## src/wws_pkg.sv

```systemverilog
// Constants for the windowed watchdog supervisor.
// Assumes a single 40 MHz system clock; durations are given in ns or us and converted to clock cycles, or in timebase ticks.
package wws_pkg;

    ////////////////////////////////////////////////////////////////////////////////
    // Clock and trigger pulse qualification
    localparam int unsigned CLK_PERIOD_NS = 25;
    localparam int unsigned TRIG_MIN_NS   = 10000;
    localparam int unsigned TRIG_MAX_NS   = 5000000;
    // Least width rounds up, longest width rounds down
    localparam int unsigned TRIG_MIN_CYC  = (TRIG_MIN_NS + CLK_PERIOD_NS - 1) / CLK_PERIOD_NS;
    localparam int unsigned TRIG_MAX_CYC  = TRIG_MAX_NS / CLK_PERIOD_NS;

    ////////////////////////////////////////////////////////////////////////////////
    // Timebase tick
    localparam int unsigned TICK_US       = 880;
    localparam int unsigned TICK_CYC      = (TICK_US * 1000) / CLK_PERIOD_NS;

    ////////////////////////////////////////////////////////////////////////////////
    // Durations in timebase ticks
    localparam int unsigned TMR_W         = 11;
    localparam logic [10:0] POR_TICKS     = 11'h00a;
    localparam logic [10:0] SYNC_TICKS    = 11'h1c2;
    localparam logic [10:0] CLOSE_SHORT   = 11'h00f;
    localparam logic [10:0] OPEN_SHORT    = 11'h00a;
    localparam logic [10:0] CLOSE_LONG    = 11'h5dc;
    localparam logic [10:0] OPEN_LONG     = 11'h3e8;
    localparam logic [10:0] PULSE_TICKS   = 11'h004;

    ////////////////////////////////////////////////////////////////////////////////
    // Reset values of the pin synchronisers (pull-ups)
    localparam logic        TRIG_RST_VAL  = 1'b1;
    localparam logic        MODE_RST_VAL  = 1'b1;
    localparam logic        DIS_N_RST_VAL = 1'b1;

    typedef enum logic [2:0] {
        WWS_POR,
        WWS_SYNC,
        WWS_CLOSED,
        WWS_OPEN,
        WWS_PULSE,
        WWS_ERR,
        WWS_OFF
    } wws_state_t;

endpackage

```

## src/wws_trig_qual.sv

```systemverilog
// Trigger pulse qualifier: measures each low phase of the synchronised trigger.
// Assumes trig_i is already synchronised to clk_i.
module wws_trig_qual
    import wws_pkg::*;
#(
    parameter int unsigned MIN_CYC = TRIG_MIN_CYC,
    parameter int unsigned MAX_CYC = TRIG_MAX_CYC
) (
    input  wire logic clk_i,
    input  wire logic rst_i,
    input  wire logic en_i,
    input  wire logic trig_i,
    output logic      valid_o,
    output logic      err_o
);
    localparam int unsigned W = $clog2(MAX_CYC + 2);

    logic         prev_q,  prev_d;
    logic [W-1:0] len_q,   len_d;
    logic         valid_q, valid_d;
    logic         err_q,   err_d;

    always_comb begin
        prev_d  = trig_i;
        len_d   = len_q;
        valid_d = 1'b0;
        err_d   = 1'b0;
        if (!trig_i) begin
            if (len_q <= W'(MAX_CYC)) begin
                len_d = len_q + W'(1);
            end
            err_d = (len_q >= W'(MAX_CYC));
        end else begin
            len_d = '0;
            // Rising edge closes a low phase; judge its width
            valid_d = !prev_q && (len_q >= W'(MIN_CYC)) && (len_q <= W'(MAX_CYC));
        end
    end

    always_ff @(posedge clk_i or posedge rst_i) begin
        if (rst_i) begin
            prev_q  <= 1'b1;
            len_q   <= '0;
            valid_q <= 1'b0;
            err_q   <= 1'b0;
        end else if (en_i) begin
            prev_q  <= prev_d;
            len_q   <= len_d;
            valid_q <= valid_d;
            err_q   <= err_d;
        end
    end

    assign valid_o = valid_q;
    assign err_o   = err_q;
endmodule // wws_trig_qual

```

## src/wws_supervisor.sv

```systemverilog
// Windowed watchdog supervisor: power-on reset, sync monitoring, closed/open windows.
// Pins pass through two-flop synchronisers; clock enable freezes all state while low.
module wws_supervisor
    import wws_pkg::*;
#(
    parameter int unsigned TICK_CYCLES = TICK_CYC,
    parameter int unsigned TRIG_MIN    = TRIG_MIN_CYC,
    parameter int unsigned TRIG_MAX    = TRIG_MAX_CYC
) (
    input  wire logic clk_i,
    input  wire logic rst_i,
    input  wire logic en_i,
    input  wire logic trigger_input_i,
    input  wire logic mode_i,
    input  wire logic supervision_disable_n_i,
    output logic      reset_output_n_o
);
    localparam int unsigned PW = $clog2(TICK_CYCLES + 1);

    ////////////////////////////////////////////////////////////////////////////////
    // Input synchronisers
    logic [1:0] trig_q,  trig_d;
    logic [1:0] mode_q,  mode_d;
    logic [1:0] dis_n_q, dis_n_d;
    logic       trig_s,  mode_s,  dis_n_s;

    always_comb begin
        trig_d  = {trig_q[0],  trigger_input_i};
        mode_d  = {mode_q[0],  mode_i};
        dis_n_d = {dis_n_q[0], supervision_disable_n_i};
    end

    always_ff @(posedge clk_i or posedge rst_i) begin
        if (rst_i) begin
            trig_q  <= {2{TRIG_RST_VAL}};
            mode_q  <= {2{MODE_RST_VAL}};
            dis_n_q <= {2{DIS_N_RST_VAL}};
        end else if (en_i) begin
            trig_q  <= trig_d;
            mode_q  <= mode_d;
            dis_n_q <= dis_n_d;
        end
    end

    assign trig_s  = trig_q[1];
    assign mode_s  = mode_q[1];
    assign dis_n_s = dis_n_q[1];

    ////////////////////////////////////////////////////////////////////////////////
    // Trigger qualification
    logic valid;
    logic err;

    wws_trig_qual #(
        .MIN_CYC (TRIG_MIN),
        .MAX_CYC (TRIG_MAX)
    ) u_qual (
        .clk_i   (clk_i),
        .rst_i   (rst_i),
        .en_i    (en_i),
        .trig_i  (trig_s),
        .valid_o (valid),
        .err_o   (err)
    );

    ////////////////////////////////////////////////////////////////////////////////
    // Window state machine with timebase
    function automatic logic expired(input logic [10:0] t, input logic [10:0] n);
        // True on the last tick of a span of n ticks, or later after a mode switch
        return t >= (n - 11'h001);
    endfunction

    wws_state_t  st_q,    st_d;
    logic [10:0] timer_q, timer_d;
    logic [PW-1:0] pre_q, pre_d;
    logic        rout_q,  rout_d;
    logic        tick;
    logic        clear;
    logic [10:0] close_len;
    logic [10:0] open_len;

    assign tick      = (pre_q == PW'(TICK_CYCLES - 1));
    assign close_len = mode_s ? CLOSE_LONG : CLOSE_SHORT;
    assign open_len  = mode_s ? OPEN_LONG  : OPEN_SHORT;

    always_comb begin
        st_d    = st_q;
        clear   = 1'b0;
        pre_d   = tick ? '0 : pre_q + PW'(1);
        timer_d = tick ? timer_q + 11'h001 : timer_q;
        if (st_q == WWS_POR) begin
            if (tick && expired(timer_q, POR_TICKS)) begin
                st_d  = WWS_SYNC;
                clear = 1'b1;
            end
        end else if (!dis_n_s) begin
            st_d  = WWS_OFF;
            clear = 1'b1;
        end else if (err) begin
            st_d  = WWS_ERR;
            clear = 1'b1;
        end else begin
            case (st_q)
                WWS_SYNC: begin
                    if (valid) begin
                        st_d  = WWS_CLOSED;
                        clear = 1'b1;
                    end else if (tick && expired(timer_q, SYNC_TICKS)) begin
                        st_d  = WWS_PULSE;
                        clear = 1'b1;
                    end
                end
                WWS_CLOSED: begin
                    if (valid) begin
                        st_d  = WWS_PULSE;
                        clear = 1'b1;
                    end else if (tick && expired(timer_q, close_len)) begin
                        st_d  = WWS_OPEN;
                        clear = 1'b1;
                    end
                end
                WWS_OPEN: begin
                    if (valid) begin
                        st_d  = WWS_CLOSED;
                        clear = 1'b1;
                    end else if (tick && expired(timer_q, open_len)) begin
                        st_d  = WWS_PULSE;
                        clear = 1'b1;
                    end
                end
                WWS_PULSE: begin
                    if (valid) begin
                        clear = 1'b1;
                    end else if (tick && expired(timer_q, PULSE_TICKS)) begin
                        st_d  = WWS_SYNC;
                        clear = 1'b1;
                    end
                end
                WWS_ERR, WWS_OFF: begin
                    st_d  = WWS_SYNC;
                    clear = 1'b1;
                end
                default: begin
                    st_d  = WWS_SYNC;
                    clear = 1'b1;
                end
            endcase
        end
        if (clear) begin
            timer_d = '0;
            pre_d   = '0;
        end
        rout_d = !(st_d == WWS_POR || st_d == WWS_PULSE || st_d == WWS_ERR);
    end

    always_ff @(posedge clk_i or posedge rst_i) begin
        if (rst_i) begin
            st_q    <= WWS_POR;
            timer_q <= '0;
            pre_q   <= '0;
            rout_q  <= 1'b0;
        end else if (en_i) begin
            st_q    <= st_d;
            timer_q <= timer_d;
            pre_q   <= pre_d;
            rout_q  <= rout_d;
        end
    end

    assign reset_output_n_o = rout_q;
endmodule // wws_supervisor

```

## config.mk

```make
export PLATFORM = sky130hd
export DESIGN_NAME = wws_supervisor
export DESIGN_NICKNAME = d
export VERILOG_FILES = /design/src/wws_pkg.sv /design/src/wws_trig_qual.sv /design/src/wws_supervisor.sv
export SDC_FILE = /design/constraint.sdc
export NUM_CORES = 1
export LEC_CHECK = 0
export BUFFER_PORTS_ARGS = -buffer_cell sky130_fd_sc_hd__buf_2
export CAP_MARGIN = 0
export CORE_MARGIN = 2
export CORE_UTILIZATION = 34
export DETAILED_ROUTE_END_ITERATION = 8
export PLACE_DENSITY = 0.49
export SLEW_MARGIN = 20
export SYNTH_ARGS = -nofsm -noshare
export SYNTH_HDL_FRONTEND = slang
export SYNTH_SLANG_ARGS = --single-unit
```

## constraint.sdc

```tcl
create_clock -name clk_i -period 3.1 [get_ports clk_i]
set_clock_uncertainty 0.15 [all_clocks]
set_input_delay 0 -clock clk_i [delete_from_list [all_inputs] [get_ports clk_i]]
set_output_delay 0 -clock clk_i [all_outputs]
set_load 0.03 [all_outputs]
```

# Word-level counts from Yosys, hierarchy flattened
# Index checks and enable logic that the tools add are counted.
# word_totals
reg_bits,58
in_bits,6
output_inout_bits,1
word_cells,84
# op_classes
n_addsub,5
order_cmp,8
eq_ne,7
mux,36
reduce_logical,17
# ops
operator,n
2-to-1 mux 18 bit,2
2-to-1 mux 3 bit,12
2-to-1 mux 11 bit,3
2-to-1 mux 16 bit,2
greater-or-equal comparator 11 bit,2
adder 18 x 1 -> 18 bit (second input constant),1
greater-or-equal comparator 18 bit (second input constant),1
greater-or-equal comparator 18 x 9 -> 1 bit (second input constant),1
less-or-equal comparator 18 bit (second input constant),1
adder 16 x 1 -> 16 bit (second input constant),1
== test 16 bit (second input constant),1
2-to-1 mux 1 bit,14
case mux 3 bit (4 select lines),1
adder 11 x 1 -> 11 bit (second input constant),1
greater-or-equal comparator 11 x 2 -> 1 bit (second input constant),1
greater-or-equal comparator 11 x 4 -> 1 bit (second input constant),1
greater-or-equal comparator 11 x 9 -> 1 bit (second input constant),1
subtractor 10 x 1 -> 11 bit (second input constant),1
subtractor 11 x 1 -> 11 bit (second input constant),1
2-to-1 mux 10 bit,1
== test 3 bit (second input constant),3
logical AND 1 bit,7
== test 3 x 2 -> 1 bit (second input constant),2
zero test 3 bit,2
6 further kinds,10

# Logic depth before layout (Yosys ltp)
# Gate-level depths: netlist of the first run.
# depth
word_depth,14
mapped_depth,10
mapped_depth_nobuf,9

# Hierarchy
# From an unflattened synthesis of the first run, not the netlist that was laid out.
# unflattened
cells_unflattened,426
hier_area_um2,3831.2
# modules_own_cells
module,n_inst,cells_per_inst,area_each_um2
wws_supervisor,1,274,2462.4
wws_trig_qual,1,152,1368.8

# Least setup slack after synthesis of the first run
# OpenSTA, ideal clock, no wires.
# synth_timing
path_type,register to register
from,register mode_q[1]
to,register timer_q[2]
arrival_ps,2411
path_slack_ps,418
path_stages_with_launch,10
cell_sequence,dfstp_2 -> inv_1 -> ha_1 -> nand4b_1 -> a211oi_1 -> nor3_1 -> o2111a_2 -> a311oi_4 -> o21ai_0 -> a22o_1
# synth_via
elab_chain_len,12
elab_cells_between_ends,19
cone_classes,2 x add/sub; 2 x order compare; 11 x mux; 4 x reduce/logical
# synth_lines
item,line_no,source
from (decl),wws_supervisor.sv:23,"logic [1:0] mode_q, mode_d;"
from (signal assigned),wws_supervisor.sv:36,mode_q <= {2{MODE_RST_VAL}};
from (signal assigned),wws_supervisor.sv:40,mode_q <= mode_d;
2-to-1 mux 11 bit or 2-to-1 mux 10 bit (tied branches),"wws_supervisor.sv:83, wws_supervisor.sv:84",
subtractor 11 x 1 -> 11 bit or subtractor 10 x 1 -> 11 bit (tied branches),wws_supervisor.sv:70,return t >= (n - 11'h001);
greater-or-equal comparator 11 bit,wws_supervisor.sv:70,
"logical AND 1 bit, on equally long branches","wws_supervisor.sv:117, wws_supervisor.sv:126",
"2-to-1 mux 1 bit, on equally long branches","wws_supervisor.sv:117, wws_supervisor.sv:126",
"2-to-1 mux 1 bit, on equally long branches","wws_supervisor.sv:114, wws_supervisor.sv:123",
case mux 1 bit (4 select lines) *,wws_supervisor.sv:103,case (st_q)
2-to-1 mux 1 bit *,wws_supervisor.sv:99,end else if (err) begin
2-to-1 mux 1 bit *,wws_supervisor.sv:96,end else if (!dis_n_s) begin
2-to-1 mux 1 bit *,wws_supervisor.sv:91,if (st_q == WWS_POR) begin
nonzero test 2 bit (no source line),-,
AND reduction 2 bit (no source line),-,
to (signal assigned),wws_supervisor.sv:164,timer_q <= timer_d;
to (decl),wws_supervisor.sv:74,"logic [10:0] timer_q, timer_d;"
# Mark *: on every way between the ends. The rest lies on a longest branch, timed or not.
# A chain may end at the register's enable or synchronous reset.

# Worst setup path after layout of the first run
# layout_timing
from,register mode_q[1]
to,register timer_q[0]
# Same word-level chain as after synthesis.

==> results.sh, run 1 <==
export IMPL_layout_drive_gt1_share_pct=15.42
export IMPL_initial_utilization_pct=34.98
export IMPL_netlist_cell_type_count=53
export IMPL_avgViaCountPerCell=5.236
export IMPL_outcome="finished clean"
export IMPL_layout_min_cycle_time_ns=2.902
export IMPL_path_class="reg2reg"
export IMPL_rows=37
export IMPL_worstPathCellList="inv_1 -> ha_1 -> a21o_1 -> a211o_1 -> nor3_2 -> o2111a_2 -> a311oi_4 -> buf_4 -> or3_1 -> o21ai_0"
export IMPL_drt_drc_violations_left=0
export IMPL_coreArea_um2=10280
export IMPL_edff_count_synth=0
export IMPL_diodes=0
export IMPL_groute_usage_overall_pct=15.79
export IMPL_setup_worst_path_start_class="flop"
export IMPL_cts_repair_timing_setup_buffer_count=0
export IMPL_io_buffers=6
export IMPL_switching_part_of_the_total_pct=34.16
export IMPL_areaGrowthSynthToFinish_pct=13.30
export IMPL_timing_critical_path_slowest_stage_cell="sky130_fd_sc_hd__dfstp_2"
export IMPL_detailed_router_iteration_count_before_antenna_repair=4
export IMPL_hpwl_um=5601
export IMPL_cts_htree_levels=3
export IMPL_final_design_area_no_fill_um2=4073
export IMPL_gr_total_overflow=0
export IMPL_internal_power_w=0.001488
export IMPL_remaining_antenna_violation_count_after_routing=0
export IMPL_synth_seq_cells=58
export IMPL_ios=7
export IMPL_clk_pin_slew_ns=0.08
export IMPL_p_clk_share_pct=32.2
export IMPL_cts_tree="done"
export IMPL_syn_area_um2=3595
export IMPL_hold_ws_ns=0.03721
export IMPL_fillerInstances=1063
export IMPL_required_ns=3.22
export IMPL_max_stage_delay_ns=0.56
export IMPL_chipHeight_um=106.8
export IMPL_critical_path_peak_fanout=10
export IMPL_detailed_place_area_um2=3814
export IMPL_worstPathArrival_ns=3.02
export IMPL_highest_ir_drop_seen_on_vdd_mv=0.4046
export IMPL_clkLatencyLatePin_ns=0.35
export IMPL_ys_warn_count=0
export IMPL_fin_tns_setup_ns=0
export IMPL_clk_path_buf_depth=2
export IMPL_finalNetCount=433
export IMPL_hp_class="in2reg"
export IMPL_timing_final_max_slew_violations=0
export IMPL_dp_worst_setup_slack_ns=0.1418
export IMPL_grt_setup_unrepaired="true"
export IMPL_highest_clock_frequency_the_design_can_meet_ghz=0.3446
export IMPL_chipWidth_um=106.8
export IMPL_postSynthNetCount=415
export IMPL_sequentialPowerShare_pct=42.1
export IMPL_timing_max_slew_rel_slack_pct=47.60
export IMPL_final_ws_setup_ns=0.1979
export IMPL_synth_top_area_share_pct=35.50
export IMPL_finalWeightedCongestion=0.7994
export IMPL_netlist_top_cells_area="sky130_fd_sc_hd__dfrtp_1 36%, sky130_fd_sc_hd__ha_1 5.9%, sky130_fd_sc_hd__dfstp_2 5.1%, sky130_fd_sc_hd__nor2_1 5.1%, sky130_fd_sc_hd__xnor2_1 3.7%"
export IMPL_vias=2885
export IMPL_library_cell_used_as_clock_root_buffer="sky130_fd_sc_hd__clkbuf_8"
export IMPL_antenna_found_initial=0
export IMPL_drt_iter0_markers=156
export IMPL_clock_sinks=58
export IMPL_die_area_um2=11410
export IMPL_hold_violations=0
export IMPL_post_synth_top_area_cell="sky130_fd_sc_hd__dfrtp_1"
export IMPL_grt_pass1_wl_um=14320
export IMPL_netlist_instances=392
export IMPL_tightestPinTransition_ns=0.7849
export IMPL_comb_power_share_pct=25.7
export IMPL_p_sw_w=0.0007718
export IMPL_setup_viol=0
export IMPL_max_cap_violations=0
export IMPL_avgRoutedWirePerCell_um=14.69
export IMPL_layout_worst_path_cycle_share_pct=93.62
export IMPL_grt_max_degree=38
export IMPL_first_global_vias=2824
export IMPL_totalWireLength_um=8095
export IMPL_cts_buffers_inserted=9
export IMPL_power_density_cell_area_nw_per_um2=554.8
export IMPL_synth_seq_area_share_pct=40.62
export IMPL_synthArstFlopShare_pct=100.0
export IMPL_postLayoutCoreUtil_pct=39.63
export IMPL_critical_path_endpoint_type="flop"
export IMPL_total_leakage_power_nw=1.717
export IMPL_synthesis_area_per_instance_um2=9.170
export IMPL_leading_register_cell_type_out_of_synthesis="sky130_fd_sc_hd__dfrtp_1"
## final timing paths
path / from / endpoint / slack (ns) / cells after the start
setup / recovery: mode_q[1] / timer_q[0] / 0.20 / 10
hold reg to reg: pre_q[4] / pre_q[4] / 0.36 / 1
min in group asynchronous: rst_i / pre_q[1] / 0.20 / 3
hold / removal: en_i / u_qual.len_q[7] / 0.04 / 5
max in group asynchronous: rst_i / pre_q[14] / 1.81 / 4
setup reg to reg: mode_q[1] / timer_q[0] / 0.20 / 10
## what timing repair did
action                                 in CTS  in global routing
endpoints found under the hold margin      32                  0
resized for setup                           0                  3
setup endpoints to repair                   0                  4
hold buffers                                4                  0
## cell usage in the layout (no fill, tap or decap), drive strengths merged, types with 11 or more instances in the layout
master	Yosys	final
a21oi	15	15
ha	17	17
nor2	55	55
buf	6	17
inv	17	17
o21ai	22	22
xnor2	15	15
clkbuf	8	11
nand3	19	19
xor2	12	12
dfrtp	51	51
nand4	11	11
nand2	28	28
## per-stage QoR
| stage | cells | power [W] |
|---|---|---|
| after floorplan | 392 | 0.001383 |
| after global placement | 531 | 0.001532 |
| after detailed placement | 531 | 0.001535 |
| after CTS | 551 | 0.002291 |
| after global routing | 551 | 0.002419 |
| final | 551 | 0.002259 |
## flip-flops by register name (all words and copies together) (netlist names)
register / count
u_qual.err_o: 1
mode_q: 2
u_qual.valid_o: 1
u_qual.len_q: 18
pre_q: 16
trig_q: 2
st_q: 3
reset_output_n_o: 1
u_qual.prev_q: 1
timer_q: 11
dis_n_q: 2
## cells by family after synthesis
kind of cell    count (synthesis)  synth area share (%)
compound gates                 75                 14.62
buf+inv                        31                 3.550
xor+xnor                       27                 6.579
simple gates                  174                 25.72
mux                             9                 2.715
flops                          58                 40.62
fa+ha+maj                      18                 6.196
## power groups by stage
stage	Sequential [W]	Combinational, W	Clock (W)
after floorplan	0.000923	0.000461	0
after CTS	0.000947	0.000581	0.000763
final	0.000952	0.000580	0.000727
after detailed placement	0.000961	0.000575	0
after global placement	0.000960	0.000572	0
after global routing	0.000968	0.000660	0.000792
## worst max-delay path, delay by kind of cell (launching register included)
kind | cells | cell delay (ns)
adder cells (fa/ha/maj) | 1 | 0.35
AO/OA/AOI/OAI | 5 | 0.87
AND/OR/NAND/NOR | 2 | 0.53
flip-flops | 1 | 0.56
buffers and inverters | 2 | 0.35
## layer usage
layer	track usage, %	wire length [µm]	vias up
met5	0	0	-
met3	3.951	192	10
met1	22.29	4143	1391
met2	23.25	3646	28
li1	-	-	1456
met4	6.030	112	0
## layout make-up
| cell class | instances | area, µm² | share of cell area [%] |
|---|---|---|---|
| Clock buffer | 11 | 151.4 | 3.717 |
| Inverter | 17 | 63.81 | 1.567 |
| Clock inverter | 5 | 52.55 | 1.290 |
| Sequential cell | 58 | 1460 | 35.85 |
| Multi-Input combinational cell | 303 | 2022 | 49.65 |
| Timing Repair Buffer | 21 | 152.6 | 3.748 |
| Tap cell | 136 | 170.2 | 4.178 |
## synth_stat cells, types with 4 or more instances
library cell / instances
sky130_fd_sc_hd__dfrtp_1: 51
sky130_fd_sc_hd__nor2_1: 49
sky130_fd_sc_hd__nand2_1: 27
sky130_fd_sc_hd__nand3_1: 19
sky130_fd_sc_hd__o21ai_0: 19
sky130_fd_sc_hd__ha_1: 17
sky130_fd_sc_hd__inv_1: 17
sky130_fd_sc_hd__a21oi_1: 15
sky130_fd_sc_hd__xnor2_1: 15
sky130_fd_sc_hd__xor2_1: 12
sky130_fd_sc_hd__nand4_1: 11
sky130_fd_sc_hd__nor3_1: 10
sky130_fd_sc_hd__clkbuf_1: 8
sky130_fd_sc_hd__nor4_1: 8
sky130_fd_sc_hd__a211oi_1: 7
sky130_fd_sc_hd__and3_1: 7
sky130_fd_sc_hd__dfstp_2: 7
sky130_fd_sc_hd__or3_1: 7
sky130_fd_sc_hd__a21o_1: 6
sky130_fd_sc_hd__mux2_2: 6
sky130_fd_sc_hd__nand4b_1: 6
sky130_fd_sc_hd__nor2_2: 6
sky130_fd_sc_hd__a22o_1: 4
sky130_fd_sc_hd__o2bb2ai_1: 4
Power figures use the tool's default switching activity.
==> run 2: changes to the inputs <==
--- a/config.mk
+++ b/config.mk
@@ -5,13 +5,16 @@
 export SDC_FILE = /design/constraint.sdc
 export NUM_CORES = 1
 export LEC_CHECK = 0
+export ABC_AREA = 1
 export BUFFER_PORTS_ARGS = -buffer_cell sky130_fd_sc_hd__buf_2
 export CAP_MARGIN = 0
 export CORE_MARGIN = 2
 export CORE_UTILIZATION = 34
+export CTS_CLUSTER_SIZE = 30
 export DETAILED_ROUTE_END_ITERATION = 8
 export PLACE_DENSITY = 0.49
 export SLEW_MARGIN = 20
 export SYNTH_ARGS = -nofsm -noshare
 export SYNTH_HDL_FRONTEND = slang
+export SYNTH_HIERARCHICAL = 1
 export SYNTH_SLANG_ARGS = --single-unit
==> run 2 against run 1 <==
  * Combinational power down 13%
  * Fmax up 6.1%
  * Sequential share of layout area fell by 6.0 points
  * Highest routed layer unchanged
  * Synthesized area up 19%
==> results.sh, run 2 <==
export IMPL_grt_setup_unrepaired="false"
export IMPL_met1_length_um=5379
export IMPL_most_frequent_cells_in_the_layout="190 x sky130_fd_sc_hd__nand2_1, 88 x sky130_fd_sc_hd__nor2_1, 78 x sky130_fd_sc_hd__inv_1, 78 x sky130_fd_sc_hd__nand3_1, 51 x sky130_fd_sc_hd__dfrtp_1"
export IMPL_layout_min_cycle_time_ns=2.736
export IMPL_critPathTopFamily="simple AND/OR/NAND/NOR gates"
export IMPL_finalWeightedCongestion=0.8717
export IMPL_totalWireLength_um=10470
export IMPL_layout_worst_path_cycle_share_pct=88.26
export IMPL_diodes=0
export IMPL_postSynthNetCount=661
export IMPL_hpwl_um=7695
export IMPL_coreArea_um2=12470
export IMPL_cts_tree="done"
export IMPL_synth_most_common_cell="sky130_fd_sc_hd__nand2_1"
export IMPL_synthArstFlopShare_pct=100.0
export IMPL_highest_ir_drop_seen_on_vdd_mv=0.2976
export IMPL_chipHeight_um=116.3
export IMPL_areaGrowthSynthToFinish_pct=14.34
export IMPL_timing_final_max_slew_violations=0
export IMPL_syn_area_um2=4284
export IMPL_timing_critical_path_slowest_stage_cell="sky130_fd_sc_hd__dfstp_2"
export IMPL_largest_registers="u_qual/len_q (18), pre_q (16), timer_q (11)"
export IMPL_setup_viol=0
export IMPL_io_buffers=6
export IMPL_design_power_total_w=0.002481
export IMPL_tightestPinTransition_ns=0.8504
export IMPL_highest_clock_frequency_the_design_can_meet_ghz=0.3655
export IMPL_clk_pin_slew_ns=0.06
export IMPL_critical_path_endpoint_type="flop"
export IMPL_clk_path_buf_depth=2
export IMPL_largest_reg_flops=18
export IMPL_die_area_um2=13510
export IMPL_layout_drive_gt1_share_pct=9.394
export IMPL_worstPathCellList="inv_1 -> ha_1 -> nand2_1 -> nand2_1 -> a21oi_1 -> nand2_1 -> clkinv_1 -> nand2_1 -> nand3_1 -> nand3_1 -> o21ai_4 -> nand2_2 -> buf_4 -> a21oi_1"
export IMPL_post_synth_top_area_cell="sky130_fd_sc_hd__dfrtp_1"
export IMPL_remaining_antenna_violation_count_after_routing=0
export IMPL_max_stage_delay_ns=0.55
export IMPL_fin_tns_setup_ns=0
export IMPL_leading_register_cell_type_out_of_synthesis="sky130_fd_sc_hd__dfrtp_1"
export IMPL_required_ns=3.21
export IMPL_cts_buffers_inserted=9
export IMPL_critical_path_peak_fanout=12
export IMPL_timing_critical_path_buf_inv=3
export IMPL_netlist_cell_type_count=40
export IMPL_switching_part_of_the_total_pct=31.27
export IMPL_clock_sinks=58
export IMPL_avgViaCountPerCell=4.731
export IMPL_synth_seq_area_share_pct=34.08
export IMPL_p_sw_w=0.0007760
export IMPL_sequentialPowerShare_pct=35.8
export IMPL_synth_seq_cells=58
export IMPL_clkLatencyLatePin_ns=0.33
export IMPL_chipWidth_um=116.3
export IMPL_first_global_vias=3667
export IMPL_groute_usage_overall_pct=16.85
export IMPL_netlist_instances=638
export IMPL_rows=41
export IMPL_edff_count_synth=0
export IMPL_timing_max_slew_rel_slack_pct=43.24
export IMPL_comb_power_share_pct=20.3
export IMPL_finalNetCount=678
export IMPL_internal_power_w=0.001705
export IMPL_detailed_router_iteration_count_before_antenna_repair=5
export IMPL_dr_wl_met3_um=331
export IMPL_avgRoutedWirePerCell_um=12.58
export IMPL_met2RoutedLength_um=4587
export IMPL_grt_pass1_wl_um=17790
export IMPL_synthesis_area_per_instance_um2=6.715
export IMPL_hold_violations=0
export IMPL_gr_total_overflow=0
export IMPL_synth_top_area_share_pct=29.79
export IMPL_power_density_cell_area_nw_per_um2=506.5
export IMPL_total_leakage_power_nw=2.355
export IMPL_ys_warn_count=6
export IMPL_hp_class="in2async"
export IMPL_antenna_found_initial=0
export IMPL_drt_iter0_markers=191
export IMPL_setup_worst_path_start_class="flop"
export IMPL_dpl_cell_count=805
export IMPL_regMostFlops="u_qual/len_q"
export IMPL_mostFrequentLayoutCell="sky130_fd_sc_hd__nand2_1"
export IMPL_netlist_top_cells_area="sky130_fd_sc_hd__dfrtp_1 30%, sky130_fd_sc_hd__nand2_1 17%, sky130_fd_sc_hd__nand3_1 9.1%, sky130_fd_sc_hd__nor2_1 7.7%, sky130_fd_sc_hd__inv_1 6.8%"
export IMPL_drt_drc_violations_left=0
export IMPL_max_cap_violations=0
export IMPL_highest_layer="met4"
export IMPL_initial_utilization_pct=34.37
export IMPL_path_class="reg2reg"
export IMPL_outcome="finished clean"
export IMPL_p_clk_share_pct=43.9
export IMPL_cts_htree_levels=3
export IMPL_worstPathArrival_ns=2.85
export IMPL_library_cell_used_as_clock_root_buffer="sky130_fd_sc_hd__clkbuf_16"
export IMPL_yosys_top_cells_count="190 x sky130_fd_sc_hd__nand2_1, 88 x sky130_fd_sc_hd__nor2_1, 78 x sky130_fd_sc_hd__inv_1, 78 x sky130_fd_sc_hd__nand3_1, 51 x sky130_fd_sc_hd__dfrtp_1"
export IMPL_ios=7
export IMPL_vias=3936
export IMPL_grt_max_degree=41
export IMPL_number_of_standard_cells_in_the_final_layout_excluding_fillers=832
export IMPL_worst_path_most_repeated_cell="sky130_fd_sc_hd__nand2_1"
[run 2: cell count changes after synthesis, sizes merged, moves of 7 or more]
| cell | before | now |
|---|---|---|
| nor2 | 55 | 91 |
| xnor2 | 15 | 2 |
| and3 | 7 | 0 |
| inv | 17 | 81 |
| or3 | 7 | 0 |
| nand2 | 28 | 198 |
| a211oi | 7 | 0 |
| nand3 | 19 | 80 |
| xor2 | 12 | 19 |
[run 2: final timing paths]
path | startpoint | end | slack (ns) | depth (start not counted)
min in group clk_i | dis_n_q[0] | dis_n_q[0] | 0.31 | 2
setup / recovery | mode_q[1] | pre_q[5] | 0.36 | 14
hold reg to reg | dis_n_q[0] | dis_n_q[0] | 0.31 | 2
setup reg to reg | mode_q[1] | pre_q[5] | 0.36 | 14
hold / removal | rst_i | pre_q[6] | 0.19 | 4
max in group asynchronous | rst_i | u_qual/len_q[10] | 2.03 | 3
[run 2: layout make-up]
class | instances | area, µm²
fillers | 1351 | 7567
multi-input cells | 484 | 2437
flip-flops and latches | 58 | 1460
inverters | 82 | 307.8
clock buffers | 11 | 242.7
well taps | 172 | 215.2
repair buffers | 20 | 157.7
clock inverters | 5 | 77.57
[run 2: cells by family (layout without fill, tap and decap cells)]
family                     count (synthesis)  after routing  synth area share, %
adders and majority gates                 17             17                4.965
AOI/OAI and AO/OA                         47             47                7.126
buffers and inverters                     96            118                9.141
and+or+nand+nor                          399            399                40.39
xor gates and xnor gates                  21             21                4.293
DFF                                       58             58                34.08
[run 2: per-stage QoR]
step | utilization [%] | instance area, µm² | setup slack [ns] | hold slack, ns
final | 39.30 | 4898 | 0.3639 | 0.1856
after global routing | 39.30 | 4898 | 0.02795 | 0.2731
after CTS | 39.13 | 4878 | 0.2191 | 0.1997
after detailed placement | 35.84 | 4468 | 0.2249 | 0.01454
after global placement | 35.84 | 4468 | 0.2679 | 0.006001
after floorplan | - | 4284 | 0.6144 | -0.1742
[run 2: layer usage]
metal	vias up	global-route usage [%]
li1	2064	-
met3	12	3.114
met5	-	0
met2	43	25.74
met4	0	6.508
met1	1817	23.67
[run 2: power groups by stage]
stage	clock network, W	logic [W]	registers [W]
final	0.00109	0.000504	0.000888
after global routing	0.00115	0.000588	0.000898
after CTS	0.00111	0.000494	0.000888
after detailed placement	0	0.000484	0.000901
after global placement	0	0.000475	0.000899
after floorplan	0	0.000386	0.000886
[run 2: tightest hold or removal path, cell delays in order]
cell and delay, ns:
sky130_fd_sc_hd__dlygate4sd3_1 0.53, sky130_fd_sc_hd__buf_2 0.13, sky130_fd_sc_hd__inv_1 0.04, sky130_fd_sc_hd__buf_4 0.41
[run 2: repair_timing]
| action | in CTS | in global routing |
|---|---|---|
| setup endpoints to repair | 0 | 23 |
| buffers inserted | 0 | 2 |
| gates resized for setup | 0 | 1 |
| endpoints found under the hold margin | 66 | 0 |
| hold buffers | 9 | 0 |
==> run 3: changes to the inputs <==
--- a/config.mk
+++ b/config.mk
@@ -8,6 +8,7 @@
 export ABC_AREA = 1
 export BUFFER_PORTS_ARGS = -buffer_cell sky130_fd_sc_hd__buf_2
 export CAP_MARGIN = 0
+export CORE_ASPECT_RATIO = 1.5
 export CORE_MARGIN = 2
 export CORE_UTILIZATION = 34
 export CTS_CLUSTER_SIZE = 30
==> run 3 against run 2 <==
  * Critical path depth shrank 1
  * First-iteration DRC count grew 8.4%
  * Hold slack lost 0.17 ns
  * Register-to-register slack lost 0.15 ns
  * Via count shrank 0.15%
  * Sequential power grew 0.7%
  * Non-clock buffer count shrank 4
  * Highest routed layer unchanged
  * Global-route usage grew 1.0 points
  * Routed wire length grew 7.5%
  * Die area grew 0.14%
  * Clock power is essentially flat
  * Final area shrank 1.3%
==> results.sh, run 3 (synthesis gave the netlist of run 2 again) <==
export IMPL_timing_max_slew_rel_slack_pct=41.45
export IMPL_hold_ws_ns=0.01204
export IMPL_worst_path_most_repeated_cell="sky130_fd_sc_hd__nand3_1"
export IMPL_total_leakage_power_nw=2.332
export IMPL_groute_usage_overall_pct=17.89
export IMPL_path_class="reg2reg"
export IMPL_timing_final_max_slew_violations=0
export IMPL_io_buffers=6
export IMPL_highest_clock_frequency_the_design_can_meet_ghz=0.3471
export IMPL_outcome="finished clean"
export IMPL_critical_path_endpoint_type="flop"
export IMPL_vias=3930
export IMPL_required_ns=3.18
export IMPL_setup_viol=0
export IMPL_ios=7
export IMPL_sequentialPowerShare_pct=36.1
export IMPL_grt_max_degree=38
export IMPL_clkLatencyLatePin_ns=0.34
export IMPL_cts_tree="done"
export IMPL_antenna_found_initial=0
export IMPL_tightestPinTransition_ns=0.8773
export IMPL_remaining_antenna_violation_count_after_routing=0
export IMPL_timing_critical_path_buf_inv=2
export IMPL_critPathTopFamily="simple AND/OR/NAND/NOR gates"
export IMPL_fin_tns_setup_ns=0
export IMPL_totalWireLength_um=11260
export IMPL_chipHeight_um=141.5
export IMPL_layout_drive_gt1_share_pct=9.604
export IMPL_die_area_um2=13530
export IMPL_mostFrequentLayoutCell="sky130_fd_sc_hd__nand2_1"
export IMPL_critical_path_peak_fanout=10
export IMPL_grt_setup_unrepaired="false"
export IMPL_clk_path_buf_depth=2
export IMPL_highest_ir_drop_seen_on_vdd_mv=0.2946
export IMPL_diodes=0
export IMPL_worstPathArrival_ns=2.96
export IMPL_internal_power_w=0.001677
export IMPL_comb_power_share_pct=19.9
export IMPL_coreArea_um2=12390
export IMPL_dpl_cell_count=792
export IMPL_most_frequent_cells_in_the_layout="190 x sky130_fd_sc_hd__nand2_1, 88 x sky130_fd_sc_hd__nor2_1, 78 x sky130_fd_sc_hd__inv_1, 78 x sky130_fd_sc_hd__nand3_1, 51 x sky130_fd_sc_hd__dfrtp_1"
export IMPL_chipWidth_um=95.65
export IMPL_drt_drc_violations_left=0
export IMPL_finalWeightedCongestion=0.8427
export IMPL_clock_sinks=58
export IMPL_grt_pass1_wl_um=18510
export IMPL_cts_buffers_inserted=9
export IMPL_largest_registers="u_qual/len_q (18), pre_q (16), timer_q (11)"
export IMPL_max_stage_delay_ns=0.55
export IMPL_hp_class="in2reg"
export IMPL_switching_part_of_the_total_pct=32.25
export IMPL_regMostFlops="u_qual/len_q"
export IMPL_design_power_total_w=0.002476
export IMPL_cts_htree_levels=3
export IMPL_clk_pin_slew_ns=0.05
export IMPL_fillerInstances=1338
export IMPL_p_sw_w=0.0007985
export IMPL_layout_worst_path_cycle_share_pct=92.94
export IMPL_number_of_standard_cells_in_the_final_layout_excluding_fillers=812
export IMPL_setup_worst_path_start_class="flop"
export IMPL_power_density_cell_area_nw_per_um2=511.9
export IMPL_max_cap_violations=0
export IMPL_avgViaCountPerCell=4.840
export IMPL_areaGrowthSynthToFinish_pct=12.88
export IMPL_drt_iter0_markers=207
export IMPL_p_clk_share_pct=43.9
export IMPL_hpwl_um=8599
export IMPL_rows=50
export IMPL_gr_total_overflow=0
export IMPL_library_cell_used_as_clock_root_buffer="sky130_fd_sc_hd__clkbuf_16"
export IMPL_layout_min_cycle_time_ns=2.881
export IMPL_finalNetCount=674
export IMPL_timing_critical_path_slowest_stage_cell="sky130_fd_sc_hd__dfstp_2"
export IMPL_cts_repair_timing_setup_buffer_count=0
export IMPL_hold_violations=0
export IMPL_avgRoutedWirePerCell_um=13.86
export IMPL_worstPathCellList="inv_1 -> ha_1 -> nand2_1 -> nand2_1 -> a21oi_1 -> nand3_1 -> nand3_1 -> nand3_1 -> o21ai_4 -> nand2_2 -> buf_4 -> nand3_1 -> nand2_1"
export IMPL_largest_reg_flops=18
export IMPL_first_global_vias=3844
export IMPL_initial_utilization_pct=34.59
export IMPL_detailed_router_iteration_count_before_antenna_repair=4
-- run 3: area by class of cell --
| class | count | area (µm²) | area share, % |
|---|---|---|---|
| Multi-Input combinational cell | 484 | 2437 | 50.40 |
| Sequential cell | 58 | 1460 | 30.19 |
| Inverter | 82 | 307.8 | 6.365 |
| Clock buffer | 10 | 229.0 | 4.735 |
| Tap cell | 156 | 195.2 | 4.036 |
| Timing Repair Buffer | 16 | 115.1 | 2.380 |
| Clock inverter | 6 | 91.34 | 1.889 |
-- run 3: timing repair --
item	in CTS	in global routing
hold buffers	4	0
endpoints found under the hold margin	56	0
gates resized for setup	0	1
setup endpoints to repair	0	12
-- run 3: path summary, 6_finish.rpt --
kind                                 from              end  slack [ns]  depth (start not counted)
min in group asynchronous           rst_i         pre_q[8]        0.20                          4
worst max-delay path            mode_q[1]       timer_q[8]        0.22                         13
worst min register to register  mode_q[0]        mode_q[0]        0.31                          2
worst min-delay path                 en_i        mode_q[0]        0.01                          4
worst max register to register  mode_q[1]       timer_q[8]        0.22                         13
max in group asynchronous           rst_i  u_qual/len_q[8]        2.00                          3
-- run 3: metrics by stage --
step / area, µm² / utilization (%) / setup WS [ns]
finish: 4836 / 39.04 / 0.2187
global placement: 4471 / 36.09 / 0.3119
floorplan: 4284 / - / 0.6144
CTS: 4831 / 39.00 / 0.1837
detailed placement: 4471 / 36.09 / 0.2040
global route: 4836 / 39.04 / 0.0002396
-- run 3: power groups by stage --
stage               registers (W)  logic [W]  clock network (W)
global placement         0.000905   0.000486                  0
global route             0.000902   0.000565            0.00114
floorplan                0.000886   0.000386                  0
finish                   0.000894   0.000494            0.00109
CTS                      0.000893   0.000497            0.00111
detailed placement       0.000905   0.000492                  0
-- run 3: worst min-delay path, delay by kind of cell --
kind | cells | cell delay [ns]
buffers and inverters | 2 | 0.34
and+or+nand+nor | 2 | 0.14
-- run 3: layer usage --
layer  GRT usage, %  part of all wire [%]  vias to the layer above
met5              0                     0                        -
met4          8.872                   3.3                        0
met3          2.284                   1.5                       23
met2          33.79                    55                       37
met1          18.81                    40                     1810
li1               -                     -                     2060
